==> src/shared/fbs_map.vh <==
// Functional notes
// - TAP never self-resets; tester must reset it
// - Five TMS-high test clocks reach reset state
// - States advance on test clock rise, TMS
// - Capture-DR loads selected register in parallel
// - Shift LSB first; TDO changes on fall
// - Update-DR moves shifted data to latches
// - Exit plus TMS high goes to Update
// - Pause-DR holds all selected registers
// - IR branch mirrors DR branch on IR
// - Instruction takes effect at Update-IR only
// - Four-bit IR, LSB nearest serial output
// - Data registers parallel, instruction selects one
// - Bypass one stage, captures zero
// - Bypass leaves FIFO operation untouched
// - ID: bit0 one, maker, part, version
// - Code 0x00: boundary cells drive pins
// - Code 0x01: sample pins, preload latches
// - Code 0x02: identity register in path
// - Code 0x03: all output pins float
// - Code 0x0F: single-stage bypass in path
`ifndef FBS_MAP_VH
`define FBS_MAP_VH

`define FBS_ST_RESET 4'h0
`define FBS_ST_IDLE 4'h1
`define FBS_ST_SEL_DR 4'h2
`define FBS_ST_CAP_DR 4'h3
`define FBS_ST_SH_DR 4'h4
`define FBS_ST_EX1_DR 4'h5
`define FBS_ST_PAU_DR 4'h6
`define FBS_ST_EX2_DR 4'h7
`define FBS_ST_UPD_DR 4'h8
`define FBS_ST_SEL_IR 4'h9
`define FBS_ST_CAP_IR 4'ha
`define FBS_ST_SH_IR 4'hb
`define FBS_ST_EX1_IR 4'hc
`define FBS_ST_PAU_IR 4'hd
`define FBS_ST_EX2_IR 4'he
`define FBS_ST_UPD_IR 4'hf

`define FBS_IR_W 4
`define FBS_IR_EXTEST 4'h0
`define FBS_IR_SAMPLE 4'h1
`define FBS_IR_IDCODE 4'h2
`define FBS_IR_FLOAT 4'h3
`define FBS_IR_BYPASS 4'hf
`define FBS_IR_CAPTURE 4'h1

`define FBS_ID_W 32
`define FBS_ID_MAKER_LSB 1
`define FBS_ID_MAKER_MSB 11
`define FBS_ID_PART_LSB 12
`define FBS_ID_PART_MSB 27
`define FBS_ID_VER_LSB 28
`define FBS_ID_VER_MSB 31

`define FBS_BSR_LEN 8

`endif

==> src/rtl/fbs_tap.v <==
`timescale 1ns/1ps
`default_nettype none
`include "fbs_map.vh"

module fbs_tap #(
    parameter [10:0] MAKER_CODE = 11'h155, // Arbitrary value
    parameter [15:0] PART_CODE = 16'h1234, // Arbitrary value
    parameter [3:0] VERSION_CODE = 4'h1 // Arbitrary value
) (
    input wire clk_sys, // System clock, 100 MHz
    input wire srst, // Synchronous reset, active high
    input wire tck, // Test clock pin
    input wire tms, // Test mode select pin
    input wire tdi, // Test data in pin
    input wire trst_n, // Test reset pin, active low
    output reg tdo, // Test data out
    output reg tdo_oe_n, // Low while TDO is driven
    input wire [`FBS_BSR_LEN-1:0] pin_in, // Levels seen on the pads
    input wire [`FBS_BSR_LEN-1:0] core_out, // Data the FIFO core drives
    input wire [`FBS_BSR_LEN-1:0] core_oe_n, // Core output enables, active low
    output reg [`FBS_BSR_LEN-1:0] pin_out, // Data to the pads
    output reg [`FBS_BSR_LEN-1:0] pin_oe_n, // Pad enables, low drives
    output wire [`FBS_IR_W-1:0] instr, // Current instruction
    output wire tap_reset // TAP is in its reset state
);

    // Every pin input passes two flops before any logic reads it
    reg [3:0] pin_m_r;
    reg [3:0] pin_s_r;
    // A pad that moves during capture must not split the chain into two snapshots
    reg [`FBS_BSR_LEN-1:0] pad_m_r;
    reg [`FBS_BSR_LEN-1:0] pad_s_r;
    reg tck_d_r;
    wire tck_s;
    wire tms_s;
    wire tdi_s;
    wire trst_n_s;
    wire tck_rise;
    wire tck_fall;

    always @(posedge clk_sys)
    begin
        if (srst)
        begin
            pin_m_r <= 4'h8;
            pin_s_r <= 4'h8;
            pad_m_r <= {`FBS_BSR_LEN{1'b0}};
            pad_s_r <= {`FBS_BSR_LEN{1'b0}};
            tck_d_r <= 1'b0;
        end
        else
        begin
            pin_m_r <= {trst_n, tdi, tms, tck};
            pin_s_r <= pin_m_r;
            pad_m_r <= pin_in;
            pad_s_r <= pad_m_r;
            tck_d_r <= tck_s;
        end
    end

    assign tck_s = pin_s_r[0];
    assign tms_s = pin_s_r[1];
    assign tdi_s = pin_s_r[2];
    assign trst_n_s = pin_s_r[3];
    assign tck_rise = tck_s & ~tck_d_r;
    assign tck_fall = ~tck_s & tck_d_r;

    wire [3:0] state_r;
    wire [3:0] state_nxt;

    // The controller moves only on system reset, test reset or TMS sequences
    fbs_tap_fsm u_fsm (
        .clk_sys(clk_sys),
        .srst(srst),
        .trst_n_s(trst_n_s),
        .tck_rise(tck_rise),
        .tms_s(tms_s),
        .state_r(state_r),
        .state_nxt(state_nxt)
    );

    // Action strobes, one system cycle each, at the test clock rise
    wire cap_dr = tck_rise && (state_r == `FBS_ST_CAP_DR);
    wire sh_dr = tck_rise && (state_r == `FBS_ST_SH_DR);
    wire upd_dr = tck_rise && (state_nxt == `FBS_ST_UPD_DR) && (state_r != `FBS_ST_UPD_DR);
    wire cap_ir = tck_rise && (state_r == `FBS_ST_CAP_IR);
    wire sh_ir = tck_rise && (state_r == `FBS_ST_SH_IR);
    wire upd_ir = tck_rise && (state_nxt == `FBS_ST_UPD_IR) && (state_r != `FBS_ST_UPD_IR);

    // Instruction register: shift stage and latched current instruction
    reg [`FBS_IR_W-1:0] ir_sh_r;
    reg [`FBS_IR_W-1:0] ir_r;
    reg [`FBS_IR_W-1:0] ir_sh_nxt;
    reg [`FBS_IR_W-1:0] ir_nxt;

    always @*
    begin
        ir_sh_nxt = ir_sh_r;
        ir_nxt = ir_r;
        if (cap_ir)
            ir_sh_nxt = `FBS_IR_CAPTURE;
        else if (sh_ir)
            ir_sh_nxt = {tdi_s, ir_sh_r[`FBS_IR_W-1:1]};
        // Only the update strobe moves the code, so a half-shifted code never decodes
        if (upd_ir)
            ir_nxt = ir_sh_r;
    end

    always @(posedge clk_sys)
    begin
        // Reset state reloads the identity code, so a fresh TAP reads its identity first
        if (srst || !trst_n_s || state_r == `FBS_ST_RESET)
        begin
            ir_sh_r <= `FBS_IR_IDCODE;
            ir_r <= `FBS_IR_IDCODE;
        end
        else
        begin
            ir_sh_r <= ir_sh_nxt;
            ir_r <= ir_nxt;
        end
    end

    assign instr = ir_r;
    assign tap_reset = (state_r == `FBS_ST_RESET);

    // Instruction decode; anything unassigned falls to bypass
    reg sel_bsr;
    reg sel_id;
    reg sel_byp;
    reg mode_extest;
    reg mode_float;

    always @*
    begin
        sel_bsr = 1'b0;
        sel_id = 1'b0;
        sel_byp = 1'b0;
        mode_extest = 1'b0;
        mode_float = 1'b0;
        case (ir_r)
            `FBS_IR_EXTEST:
            begin
                sel_bsr = 1'b1;
                mode_extest = 1'b1;
            end
            `FBS_IR_SAMPLE: sel_bsr = 1'b1;
            `FBS_IR_IDCODE: sel_id = 1'b1;
            `FBS_IR_FLOAT:
            begin
                // Pads float, yet the serial path stays one stage long
                sel_byp = 1'b1;
                mode_float = 1'b1;
            end
            `FBS_IR_BYPASS: sel_byp = 1'b1;
            default: sel_byp = 1'b1;
        endcase
    end

    // Exactly one select is high, so one register sits between TDI and TDO

    // Bypass: one stage that captures zero
    reg byp_r;
    reg byp_nxt;

    always @*
    begin
        byp_nxt = byp_r;
        if (sel_byp && cap_dr)
            byp_nxt = 1'b0;
        else if (sel_byp && sh_dr)
            byp_nxt = tdi_s;
    end

    always @(posedge clk_sys)
    begin
        if (srst)
            byp_r <= 1'b0;
        else
            byp_r <= byp_nxt;
    end

    // Identity register is read only: capture reloads it, shift moves TDI in at the top as it drains
    wire [`FBS_ID_W-1:0] id_value;
    reg [`FBS_ID_W-1:0] id_sh_r;
    reg [`FBS_ID_W-1:0] id_sh_nxt;

    assign id_value[0] = 1'b1;
    assign id_value[`FBS_ID_MAKER_MSB:`FBS_ID_MAKER_LSB] = MAKER_CODE;
    assign id_value[`FBS_ID_PART_MSB:`FBS_ID_PART_LSB] = PART_CODE;
    assign id_value[`FBS_ID_VER_MSB:`FBS_ID_VER_LSB] = VERSION_CODE;

    always @*
    begin
        id_sh_nxt = id_sh_r;
        if (sel_id && cap_dr)
            id_sh_nxt = id_value;
        else if (sel_id && sh_dr)
            id_sh_nxt = {tdi_s, id_sh_r[`FBS_ID_W-1:1]};
    end

    always @(posedge clk_sys)
    begin
        if (srst)
            id_sh_r <= {`FBS_ID_W{1'b0}};
        else
            id_sh_r <= id_sh_nxt;
    end

    // Boundary scan: shift chain and parallel update latches
    reg [`FBS_BSR_LEN-1:0] bsr_sh_r;
    reg [`FBS_BSR_LEN-1:0] bsr_upd_r;
    reg [`FBS_BSR_LEN-1:0] bsr_sh_nxt;
    reg [`FBS_BSR_LEN-1:0] bsr_upd_nxt;

    always @*
    begin
        bsr_sh_nxt = bsr_sh_r;
        bsr_upd_nxt = bsr_upd_r;
        if (sel_bsr && cap_dr)
            bsr_sh_nxt = pad_s_r;
        else if (sel_bsr && sh_dr)
            bsr_sh_nxt = {tdi_s, bsr_sh_r[`FBS_BSR_LEN-1:1]};
        // Exit and pause states fall through and hold
        if (sel_bsr && upd_dr)
            bsr_upd_nxt = bsr_sh_r;
    end

    always @(posedge clk_sys)
    begin
        if (srst)
        begin
            bsr_sh_r <= {`FBS_BSR_LEN{1'b0}};
            bsr_upd_r <= {`FBS_BSR_LEN{1'b0}};
        end
        else
        begin
            bsr_sh_r <= bsr_sh_nxt;
            bsr_upd_r <= bsr_upd_nxt;
        end
    end

    // Pad muxing: core owns the pads except under the test and float codes.
    // Registered, so pads lag the mode by one system cycle.
    genvar gi;
    generate
        for (gi = 0; gi < `FBS_BSR_LEN; gi = gi + 1)
        begin : g_pad
            always @(posedge clk_sys)
            begin
                if (srst)
                begin
                    pin_out[gi] <= 1'b0;
                    pin_oe_n[gi] <= 1'b1;
                end
                else if (mode_float)
                begin
                    pin_out[gi] <= core_out[gi];
                    pin_oe_n[gi] <= 1'b1;
                end
                else if (mode_extest)
                begin
                    pin_out[gi] <= bsr_upd_r[gi];
                    pin_oe_n[gi] <= 1'b0;
                end
                else
                begin
                    pin_out[gi] <= core_out[gi];
                    pin_oe_n[gi] <= core_oe_n[gi];
                end
            end
        end
    endgenerate

    // Serial output: LSB of the selected path, moved on the test clock fall
    reg tdo_nxt;
    wire in_shift = (state_r == `FBS_ST_SH_DR) || (state_r == `FBS_ST_SH_IR);

    always @*
    begin
        if (state_r == `FBS_ST_SH_IR)
            tdo_nxt = ir_sh_r[0];
        else if (sel_id)
            tdo_nxt = id_sh_r[0];
        else if (sel_bsr)
            tdo_nxt = bsr_sh_r[0];
        else
            tdo_nxt = byp_r;
    end

    // Moving TDO on the fall gives the tester half a period of setup before it samples
    always @(posedge clk_sys)
    begin
        if (srst)
        begin
            tdo <= 1'b0;
            tdo_oe_n <= 1'b1;
        end
        else if (tck_fall)
        begin
            tdo <= tdo_nxt;
            tdo_oe_n <= ~in_shift;
        end
    end

endmodule // fbs_tap

`default_nettype wire

==> src/rtl/fbs_tap_fsm.v <==
`timescale 1ns/1ps
`default_nettype none
`include "fbs_map.vh"

module fbs_tap_fsm (
    input wire clk_sys, // System clock
    input wire srst, // Synchronous reset, active high
    input wire trst_n_s, // Synchronised test reset, active low
    input wire tck_rise, // One-cycle pulse at test clock rise
    input wire tms_s, // Synchronised mode select
    output reg [3:0] state_r, // Current TAP state
    output reg [3:0] state_nxt // State taken at next test clock rise
);

    always @*
    begin
        state_nxt = state_r;
        case (state_r)
            `FBS_ST_RESET: state_nxt = tms_s ? `FBS_ST_RESET : `FBS_ST_IDLE;
            `FBS_ST_IDLE: state_nxt = tms_s ? `FBS_ST_SEL_DR : `FBS_ST_IDLE;
            `FBS_ST_SEL_DR: state_nxt = tms_s ? `FBS_ST_SEL_IR : `FBS_ST_CAP_DR;
            `FBS_ST_CAP_DR: state_nxt = tms_s ? `FBS_ST_EX1_DR : `FBS_ST_SH_DR;
            `FBS_ST_SH_DR: state_nxt = tms_s ? `FBS_ST_EX1_DR : `FBS_ST_SH_DR;
            `FBS_ST_EX1_DR: state_nxt = tms_s ? `FBS_ST_UPD_DR : `FBS_ST_PAU_DR;
            `FBS_ST_PAU_DR: state_nxt = tms_s ? `FBS_ST_EX2_DR : `FBS_ST_PAU_DR;
            `FBS_ST_EX2_DR: state_nxt = tms_s ? `FBS_ST_UPD_DR : `FBS_ST_SH_DR;
            `FBS_ST_UPD_DR: state_nxt = tms_s ? `FBS_ST_SEL_DR : `FBS_ST_IDLE;
            `FBS_ST_SEL_IR: state_nxt = tms_s ? `FBS_ST_RESET : `FBS_ST_CAP_IR;
            `FBS_ST_CAP_IR: state_nxt = tms_s ? `FBS_ST_EX1_IR : `FBS_ST_SH_IR;
            `FBS_ST_SH_IR: state_nxt = tms_s ? `FBS_ST_EX1_IR : `FBS_ST_SH_IR;
            `FBS_ST_EX1_IR: state_nxt = tms_s ? `FBS_ST_UPD_IR : `FBS_ST_PAU_IR;
            `FBS_ST_PAU_IR: state_nxt = tms_s ? `FBS_ST_EX2_IR : `FBS_ST_PAU_IR;
            `FBS_ST_EX2_IR: state_nxt = tms_s ? `FBS_ST_UPD_IR : `FBS_ST_SH_IR;
            `FBS_ST_UPD_IR: state_nxt = tms_s ? `FBS_ST_SEL_DR : `FBS_ST_IDLE;
            default: state_nxt = `FBS_ST_RESET;
        endcase
    end

    // Test reset acts on its level alone, with no test clock needed
    always @(posedge clk_sys)
    begin
        if (srst || !trst_n_s)
            state_r <= `FBS_ST_RESET;
        else if (tck_rise)
            state_r <= state_nxt;
    end

endmodule // fbs_tap_fsm

`default_nettype wire

==> config.mk <==
export PLATFORM = sky130hd
export DESIGN_NAME = fbs_tap
export DESIGN_NICKNAME = d
export VERILOG_FILES = /design/src/rtl/fbs_tap.v /design/src/rtl/fbs_tap_fsm.v
export VERILOG_INCLUDE_DIRS = /design/src /design/src/shared
export SDC_FILE = /design/constraint.sdc
export NUM_CORES = 1
export LEC_CHECK = 0
export BUFFER_PORTS_ARGS = -buffer_cell sky130_fd_sc_hd__buf_2
export CAP_MARGIN = 10
export CORE_AREA = 8 8 94 96
export DETAILED_ROUTE_END_ITERATION = 8
export DIE_AREA = 0 0 102 104
export MAX_ROUTING_LAYER = met4
export PLACE_DENSITY = 0.72
export SLEW_MARGIN = 20
export SYNTH_ARGS = -nofsm -noshare
export SYNTH_HDL_FRONTEND = slang
export SYNTH_HIERARCHICAL = 1
export SYNTH_SLANG_ARGS = --single-unit
==> constraint.sdc <==
create_clock -name clk_sys -period 3 [get_ports clk_sys]
set_input_delay 0.45 -clock clk_sys [delete_from_list [all_inputs] [get_ports clk_sys]]
set_output_delay 0.45 -clock clk_sys [all_outputs]
set_load 0.005 [all_outputs]
* Word level (Yosys, flattened, before mapping) *
Index checks and enable logic that the tools add are counted.

storage, ports and cells
  flip-flop bits (word level) = 104
  word-level logic and storage cells = 143

operators by class
  mux-type cells = 51
  reductions and logical operators = 33
  bitwise logic cells = 5
  eq/ne operators = 22

operators with widths
  kind                  number
  $mux W29              2
  $pmux W4 S12          1
  $eq A4 B4 Y1 const B  10
  $mux W1               35
  $eq A4 B2 Y1 const B  4
  $eq A4 B3 Y1 const B  4
  $mux W4               4
  $mux W8               2
  $logic_and A1 B1 Y1   15
  $reduce_or A2 Y1      7
  $mux W2               5
  $eq A4 B1 Y1 const B  2
  $logic_not A4 Y1      2
  $ne A4 B4 Y1 const B  2
  $mux W3               2
  $reduce_bool A2 Y1    3
  $reduce_or A3 Y1      2
  $logic_or A1 B1 Y1    3
  $not A1 Y1            3
  $and A1 B1 Y1         2
  $logic_not A1 Y1      1

* Logic depth before layout (Yosys ltp) *
Gate-level depths: netlist (run 1).

  depth after elaboration = 7
  depth in mapped cells = 9
  gate-level depth less buffers = 8

* By module *
Netlist (run 1), hierarchy kept.

modules (own cells, without submodules)
  module       cells an instance  times used  area each (um2)  seq. area each (um2)
  fbs_tap      370                1           3,552.2          2,001.9
  fbs_tap_fsm  52                 1           404.1            80.1

* Least setup slack after synthesis (run 1) *
Ideal clock, no wire load.

  kind = flip-flop to flip-flop
  from = register u_fsm.state_r[2]
  to = register bsr_upd_r[0]
  buffers on the path = 1
  stages on the path, launching flop included = 10
  setup time = 128 ps
  slack = 829 ps
  arrival time = 2,044 ps
  required time = 2,872 ps
  period minus slack after synthesis = 2,171 ps
  cell sequence = dfxtp_1 buf_6 xnor2_1 nor3_1 o21ai_1 nand2_1 or3_1 nor4_4 mux2i_1 nor2_1

on the way
  word-level cells in the longest chain between the ends = 7
  elaborated cells between the ends (all ways) = 25

RTL lines
  item                                                                   RTL line          source
  from (decl)                                                            fbs_tap_fsm.v:11  output reg [3:0] state_r,
  from (signal assigned)                                                 fbs_tap_fsm.v:43  state_r <= `FBS_ST_RESET;
  from (signal assigned)                                                 fbs_tap_fsm.v:45  state_r <= state_nxt;
  $eq A4 B1 Y1, or another cell as far along                             fbs_tap_fsm.v:18  case (state_r)
  $reduce_or A3 Y1 (no line) / $reduce_or A2 Y1 (equally long branches)  --
  $pmux W4 S12 (*)                                                       fbs_tap_fsm.v:18
  via state_nxt[1]                                                       fbs_tap.v:69      wire [3:0] state_nxt;
  $eq A4 B4 Y1 (no line) (*)                                             --
  $logic_and A1 B1 Y1 (*) (2 in a row)                                   fbs_tap.v:85      wire upd_dr = tck_rise && (state_nxt == `FBS_ST_UPD_DR) && (state_r != `FBS_ST_UPD_DR);
  $logic_and A1 B1 Y1 (*)                                                fbs_tap.v:225     if (sel_bsr && upd_dr)
  to (signal assigned)                                                   fbs_tap.v:234     bsr_upd_r <= {`FBS_BSR_LEN{1'b0}};
  to (signal assigned)                                                   fbs_tap.v:239     bsr_upd_r <= bsr_upd_nxt;
  to (decl)                                                              fbs_tap.v:212     reg [`FBS_BSR_LEN-1:0] bsr_upd_r;

Mark *: on every way through the listed nets, which the timed path passes. The rest lies on a longest branch.
A chain may end at the register's enable or synchronous reset.

* Worst setup path in the final report (run 1) *
  from = register u_fsm.state_r[3]
  to = register bsr_upd_r[4]

Same word-level chain as after synthesis.

==> flow_summary.json, run 1 <==
{
  "synth_edf_count": 0,
  "finalHoldViolations": 0,
  "grt_overflow_total": 0,
  "clk_path_buf_depth": 2,
  "crit_type": "flop to flop",
  "cts_htree_levels": 3,
  "drv_slew": 0,
  "max_slew.worst_pin.slew_ps": 980,
  "status": "finished clean",
  "synth_cells": 422,
  "rsz0062_at_grt": "no",
  "cts_sinks": 104,
  "cpMaxStageDelayCell": "dfxtp_1",
  "port_buffers": 52,
  "ctsHoldBuffers": 0,
  "drv_cap": 0,
  "clkTransAtPathRegs_ps": 100,
  "synth-async-reset-ratio_pct": 0,
  "power_density_nw_per_um2": 544,
  "synthDistinctLibCells": 55,
  "multi_input_area_um2": 1740,
  "drt-pass1-iter-count": 4,
  "crit_buf_inv": 1,
  "drt_iter0_drc": 141,
  "hpwl_um": 5420,
  "final_cell_mix": "104 x dfxtp_1, 66 x nand2_1, 52 x buf_2",
  "min_period_ps": 2640,
  "syn_area_per_cell_um2": 9.38,
  "route.detailed.drc": 0,
  "ys_seq_area_share_pct": 52.6,
  "syn-cell-area_um2": 3960,
  "initial_utilization_pct": 53.1,
  "coreArea_um2": 7450,
  "grt_pass1_vias": 2961,
  "numCtsBuffers": 9,
  "wirelength_um": 7910,
  "reg2reg_from": "u_fsm/state_r[3]",
  "area.growth.synth_to_final_pct": 13.4,
  "slowest_delay_ps": 900,
  "cts_setup_buffers": 0,
  "clk_latency_ps": 360,
  "layout_commonest_cell": "dfxtp_1",
  "antenna_found_initial": 0,
  "seqCellArea_um2": 2080,
  "fp.dieH_um": 104,
  "hp-class": "input pin to flop",
  "crit_chain": "nand2_1, a31oi_1, a41oi_2, or3_1, nor4_4, buf_4, mux2i_1, nor2_1",
  "r2r_slack_ps": 360,
  "synthFlopType": "dfxtp_1",
  "period_share_pct": 87.9,
  "max-vdd-ir-drop_uv": 364,
  "grt_pass1_wl_um": 13500,
  "yosys_warnings": 6,
  "final_layout_size_suffix_gt1_share_pct": 19.6,
  "startpoint": "u_fsm/state_r[3]",
  "die_x_um": 102,
  "via_per_inst": 5.26,
  "diodes": 0,
  "cp-end-kind": "flop",
  "grt_max_degree": 39,
  "globalRouteTotalUtil_pct": 15.8,
  "pin_count": 53,
  "relSlewSlack_pct": 34.1,
  "die-area_um2": 10600,
  "syn_nets": 452,
  "finalNetCount": 495,
  "ant_nets": 0,
  "cp_max_fo": 23,
  "crit_required_ps": 3240,
  "rows": 32,
  "vias": 3008,
  "gp_congestion": 0.761,
  "min_from": "trst_n",
  "final_util_pct": 60.2,
  "setup_viol": 0,
  "num-fill-cells": 687,
  "start_kind": "flop",
  "ys_ff_latch": 104,
  "leakage_uw": 0.00172,
  "wire_per_inst_um": 13.8,
  "fmax_ghz": 0.379,
  "critPathTopFamily": "flip-flops",
  "cts_tree": "built",
  "fin_skew_ps": 9.48,
  "post_cts_resized": 0,
  "arrival_ps": 2880,
  "clock-root-buffer": "clkbuf_8",
  "finalSetupTns_ps": 0
}
[registers in the layout, indices dropped and copies added, names as in the netlist, 8 cells and up]
| signal | count |
|---|---|
| pad_s_r | 8 |
| bsr_sh_r | 8 |
| id_sh_r | 32 |
| pad_m_r | 8 |
| bsr_upd_r | 8 |
| pin_oe_n | 8 |
| pin_out | 8 |
[cell usage after synthesis, drive strengths merged (2+ instances only)]
cell type,number,area [um2]
a2111oi,2,55.1
a211oi,2,15.0
a21o,9,67.6
a21oi,33,165
a311oi,3,38.8
a41o,3,30.0
and3,2,12.5
buf,13,76.3
clkbuf,14,52.6
dfxtp,104,2080
inv,3,11.3
mux2i,15,150
nand2,66,248
nand2b,9,56.3
nand3,4,20.0
nand3b,3,22.5
nand4,3,18.8
nor2,47,176
nor2b,25,156
nor3,3,15.0
nor3b,5,37.5
nor4,2,27.5
nor4b,3,32.5
o21ai,3,15.0
o221ai,7,61.3
o22ai,13,81.3
o31ai,2,15.0
or2,4,25.0
or3,2,17.5
or3b,2,20.0
[final timing paths]
| check | end | cells after the start |
|---|---|---|
| setup / recovery | bsr_upd_r[4] | 8 |
| setup reg to reg | bsr_upd_r[4] | 8 |
| hold reg to reg | pin_s_r[3] | 1 |
| hold / removal | pin_m_r[3] | 2 |
[cells by family after synthesis]
family / synth area share [%]
muxes: 4.08
xor gates and xnor gates: 0.221
and+or+nand+nor: 23.6
AOI/OAI and AO/OA: 15.9
buffers and inverters: 3.64
DFF: 52.6
[worst reg2reg max path, cell delays in order (launching register included)]
cell and delay, ps:
dfxtp_1 900, nand2_1 190, a31oi_1 260, a41oi_2 70
or3_1 430, nor4_4 160, buf_4 230, mux2i_1 220
nor2_1 60
[cell type report]
type / count / share of cell area (%)
inverter: 4 / 0.335
multi-input combinational: 287 / 38.7
clock inverter: 7 / 1.95
timing repair buffer: 59 / 6.97
sequential: 104 / 46.4
clock buffer: 9 / 2.76
tap: 102 / 2.84
[metrics by stage]
step                cells  cell area [um2]  power (uW)  worst slack, ps  hold slack, ps
floorplan             422             3960        1520              829             389
global placement      556             4280        1560              565             391
detailed placement    556             4280        1560              439             398
CTS                   572             4490        2470              420             247
global route          572             4490        2530              183             256
finish                572             4490        2440              362             264
[per-layer routing]
| metal | global-route usage [%] | vias to the layer above | part of all wire (%) |
|---|---|---|---|
| met2 | 24.2 | 60 | 45 |
| met1 | 20.2 | 1397 | 48 |
| met5 | - | - | 0 |
| met4 | 4.51 | 0 | 0.97 |
| met3 | 3.82 | 8 | 5.6 |
| li1 | - | 1543 | - |
[where the power goes]
group	leakage [uW]	switching, uW	total, uW	internal (uW)
Clock	0.000105	506	909	403
Combinational	0.000765	55.1	106	50.8
Sequential	0.000848	16.8	1430	1410
Total	0.00172	578	2440	1860
No activity file was read; power rests on OpenSTA's default activity.
==> run 2: changes to the inputs <==
RECOVER_POWER = 100   (was default)
==> run 2 against run 1 <==
Against the previous run: the run now ends with capacitance limit, slew limit left; sequential share of layout area rose by 0.47 points; die area did not move; final cell count stayed put; clock-buffer cell count stayed put; register-to-register slack worse by 50 ps.
==> flow_summary.json, run 2 (same netlist as run 1, synthesis figures left out) <==
{
  "drv_cap": 1,
  "area.growth.synth_to_final_pct": 12.3,
  "fmax_ghz": 0.372,
  "layout_commonest_cell": "dfxtp_1",
  "max_slew.worst_pin.slew_ps": 1630,
  "seqCellArea_um2": 2080,
  "crit_type": "flop to flop",
  "power_density_nw_per_um2": 549,
  "cp_num_cells": 9,
  "cp-endpoint": "bsr_upd_r[4]",
  "whs_ps": 266,
  "ant_nets": 0,
  "wirelength_um": 7910,
  "ctsHoldBuffers": 0,
  "drt-pass1-iter-count": 6,
  "pin_count": 53,
  "cp_max_fo": 24,
  "r2r_slack_ps": 310,
  "slowest_delay_ps": 790,
  "clk_latency_ps": 360,
  "final_cell_mix": "104 x dfxtp_1, 66 x nand2_1, 47 x nor2_1",
  "final_layout_size_suffix_gt1_share_pct": 16.4,
  "diodes": 0,
  "route.detailed.drc": 0,
  "clk_path_buf_depth": 2,
  "port_buffers": 52,
  "numCtsBuffers": 9,
  "drv_slew": 39,
  "finalNetCount": 495,
  "finalSetupTns_ps": 0,
  "wire_per_inst_um": 13.8,
  "largest_reg_flops": 32,
  "startpoint": "u_fsm/state_r[2]",
  "grt_overflow_total": 0,
  "power_uw": 2440,
  "start_kind": "flop",
  "cts_tree": "built",
  "initial_utilization_pct": 53.1,
  "relSlewSlack_pct": -8.94,
  "cp-end-kind": "flop",
  "critPathTopFamily": "flip-flops",
  "leakage_uw": 0.00168,
  "antenna_found_initial": 0,
  "gp_congestion": 0.761,
  "clock-root-buffer": "clkbuf_8",
  "failed_checks": "capacitance limit, slew limit",
  "top_register": "id_sh_r",
  "crit_chain": "xnor2_1, nor3_1, o21ai_0, nand2_1, or3_1, nor4_4, buf_4, mux2i_1, nor2_1",
  "finalHoldViolations": 0,
  "via_per_inst": 5.32,
  "die_x_um": 102,
  "fin_skew_ps": 11.6,
  "die-area_um2": 10600,
  "crit_buf_inv": 1,
  "cts_sinks": 104,
  "min_period_ps": 2690,
  "reg2reg_from": "u_fsm/state_r[2]",
  "rows": 32,
  "fp.dieH_um": 104,
  "vias": 3042,
  "num-fill-cells": 697,
  "clkTransAtPathRegs_ps": 100,
  "grt_max_degree": 39,
  "grt_pass1_wl_um": 13500,
  "reg2reg_to": "bsr_upd_r[4]",
  "globalRouteTotalUtil_pct": 15.8,
  "arrival_ps": 2880,
  "rsz0062_at_grt": "no",
  "setup_viol": 0,
  "period_share_pct": 89.7,
  "multi_input_area_um2": 1720,
  "grt_pass1_vias": 2961,
  "cts_setup_buffers": 0,
  "cpMaxStageDelayCell": "dfxtp_1",
  "hp-class": "input pin to flop",
  "crit_required_ps": 3190,
  "coreArea_um2": 7450,
  "post_cts_resized": 0,
  "drt_iter0_drc": 137,
  "status": "complete, but fails checks",
  "hpwl_um": 5420,
  "hold_depth": 2,
  "r2r_cells": 9,
  "cts_htree_levels": 3,
  "max-vdd-ir-drop_uv": 365
}
run 2: cell count changes in the layout (fill, tap and decap cells not counted):
cell / change
a311oi_1: +1
a311oi_2: -1
a41oi_1: +1
a41oi_2: -1
buf_2: -11
buf_4: -4
clkbuf_1: +12
clkbuf_2: +3
nor4b_1: +1
nor4b_2: -1
o21ai_0: +1
o21ai_1: -1
run 2: worst min path at each step:
stage                  from           to  slack, ps
2_1_floorplan    pin_m_r[3]   pin_s_r[3]        390
3_3_place_gp     pin_m_r[3]   pin_s_r[3]        390
3_5_place_dp     pin_m_r[3]   pin_s_r[3]        400
4_1_cts              trst_n   pin_m_r[3]        250
5_1_grt        core_oe_n[0]  pin_oe_n[0]        260
6_report             trst_n   pin_m_r[3]        270
run 2: report_power, final:
group | switching [uW] | internal [uW]
Sequential | 16.6 | 1410
Clock | 505 | 403
Combinational | 54.4 | 48.6
Total | 576 | 1860
run 2: cell type report:
type / count / share of cell area [%]
Sequential cell: 104 / 46.9
Multi-Input combinational cell: 287 / 38.7
Timing Repair Buffer: 59 / 6.48
Tap cell: 102 / 2.87
Clock buffer: 9 / 2.79
Clock inverter: 7 / 1.97
Inverter: 4 / 0.338
run 2: layer usage:
metal  share of wire [%]  vias up  GRT usage (%)  routed length, um
met5                   0        -              -                  0
met4                 1.3        0           4.51                101
met3                 5.9       19           3.82                470
met2                  45       76           24.2               3580
met1                  48     1399           20.2               3760
li1                    -     1548              -                  -
run 2: per-stage QoR:
step | std cells | util (%) | setup slack, ps | cell area (um2)
global route | 572 | 59.6 | 146 | 4440
finish | 572 | 59.6 | 310 | 4440
global placement | 556 | 57.4 | 565 | 4280
CTS | 572 | 60.2 | 420 | 4490
floorplan | 422 | - | 829 | 3960
detailed placement | 556 | 57.4 | 439 | 4280
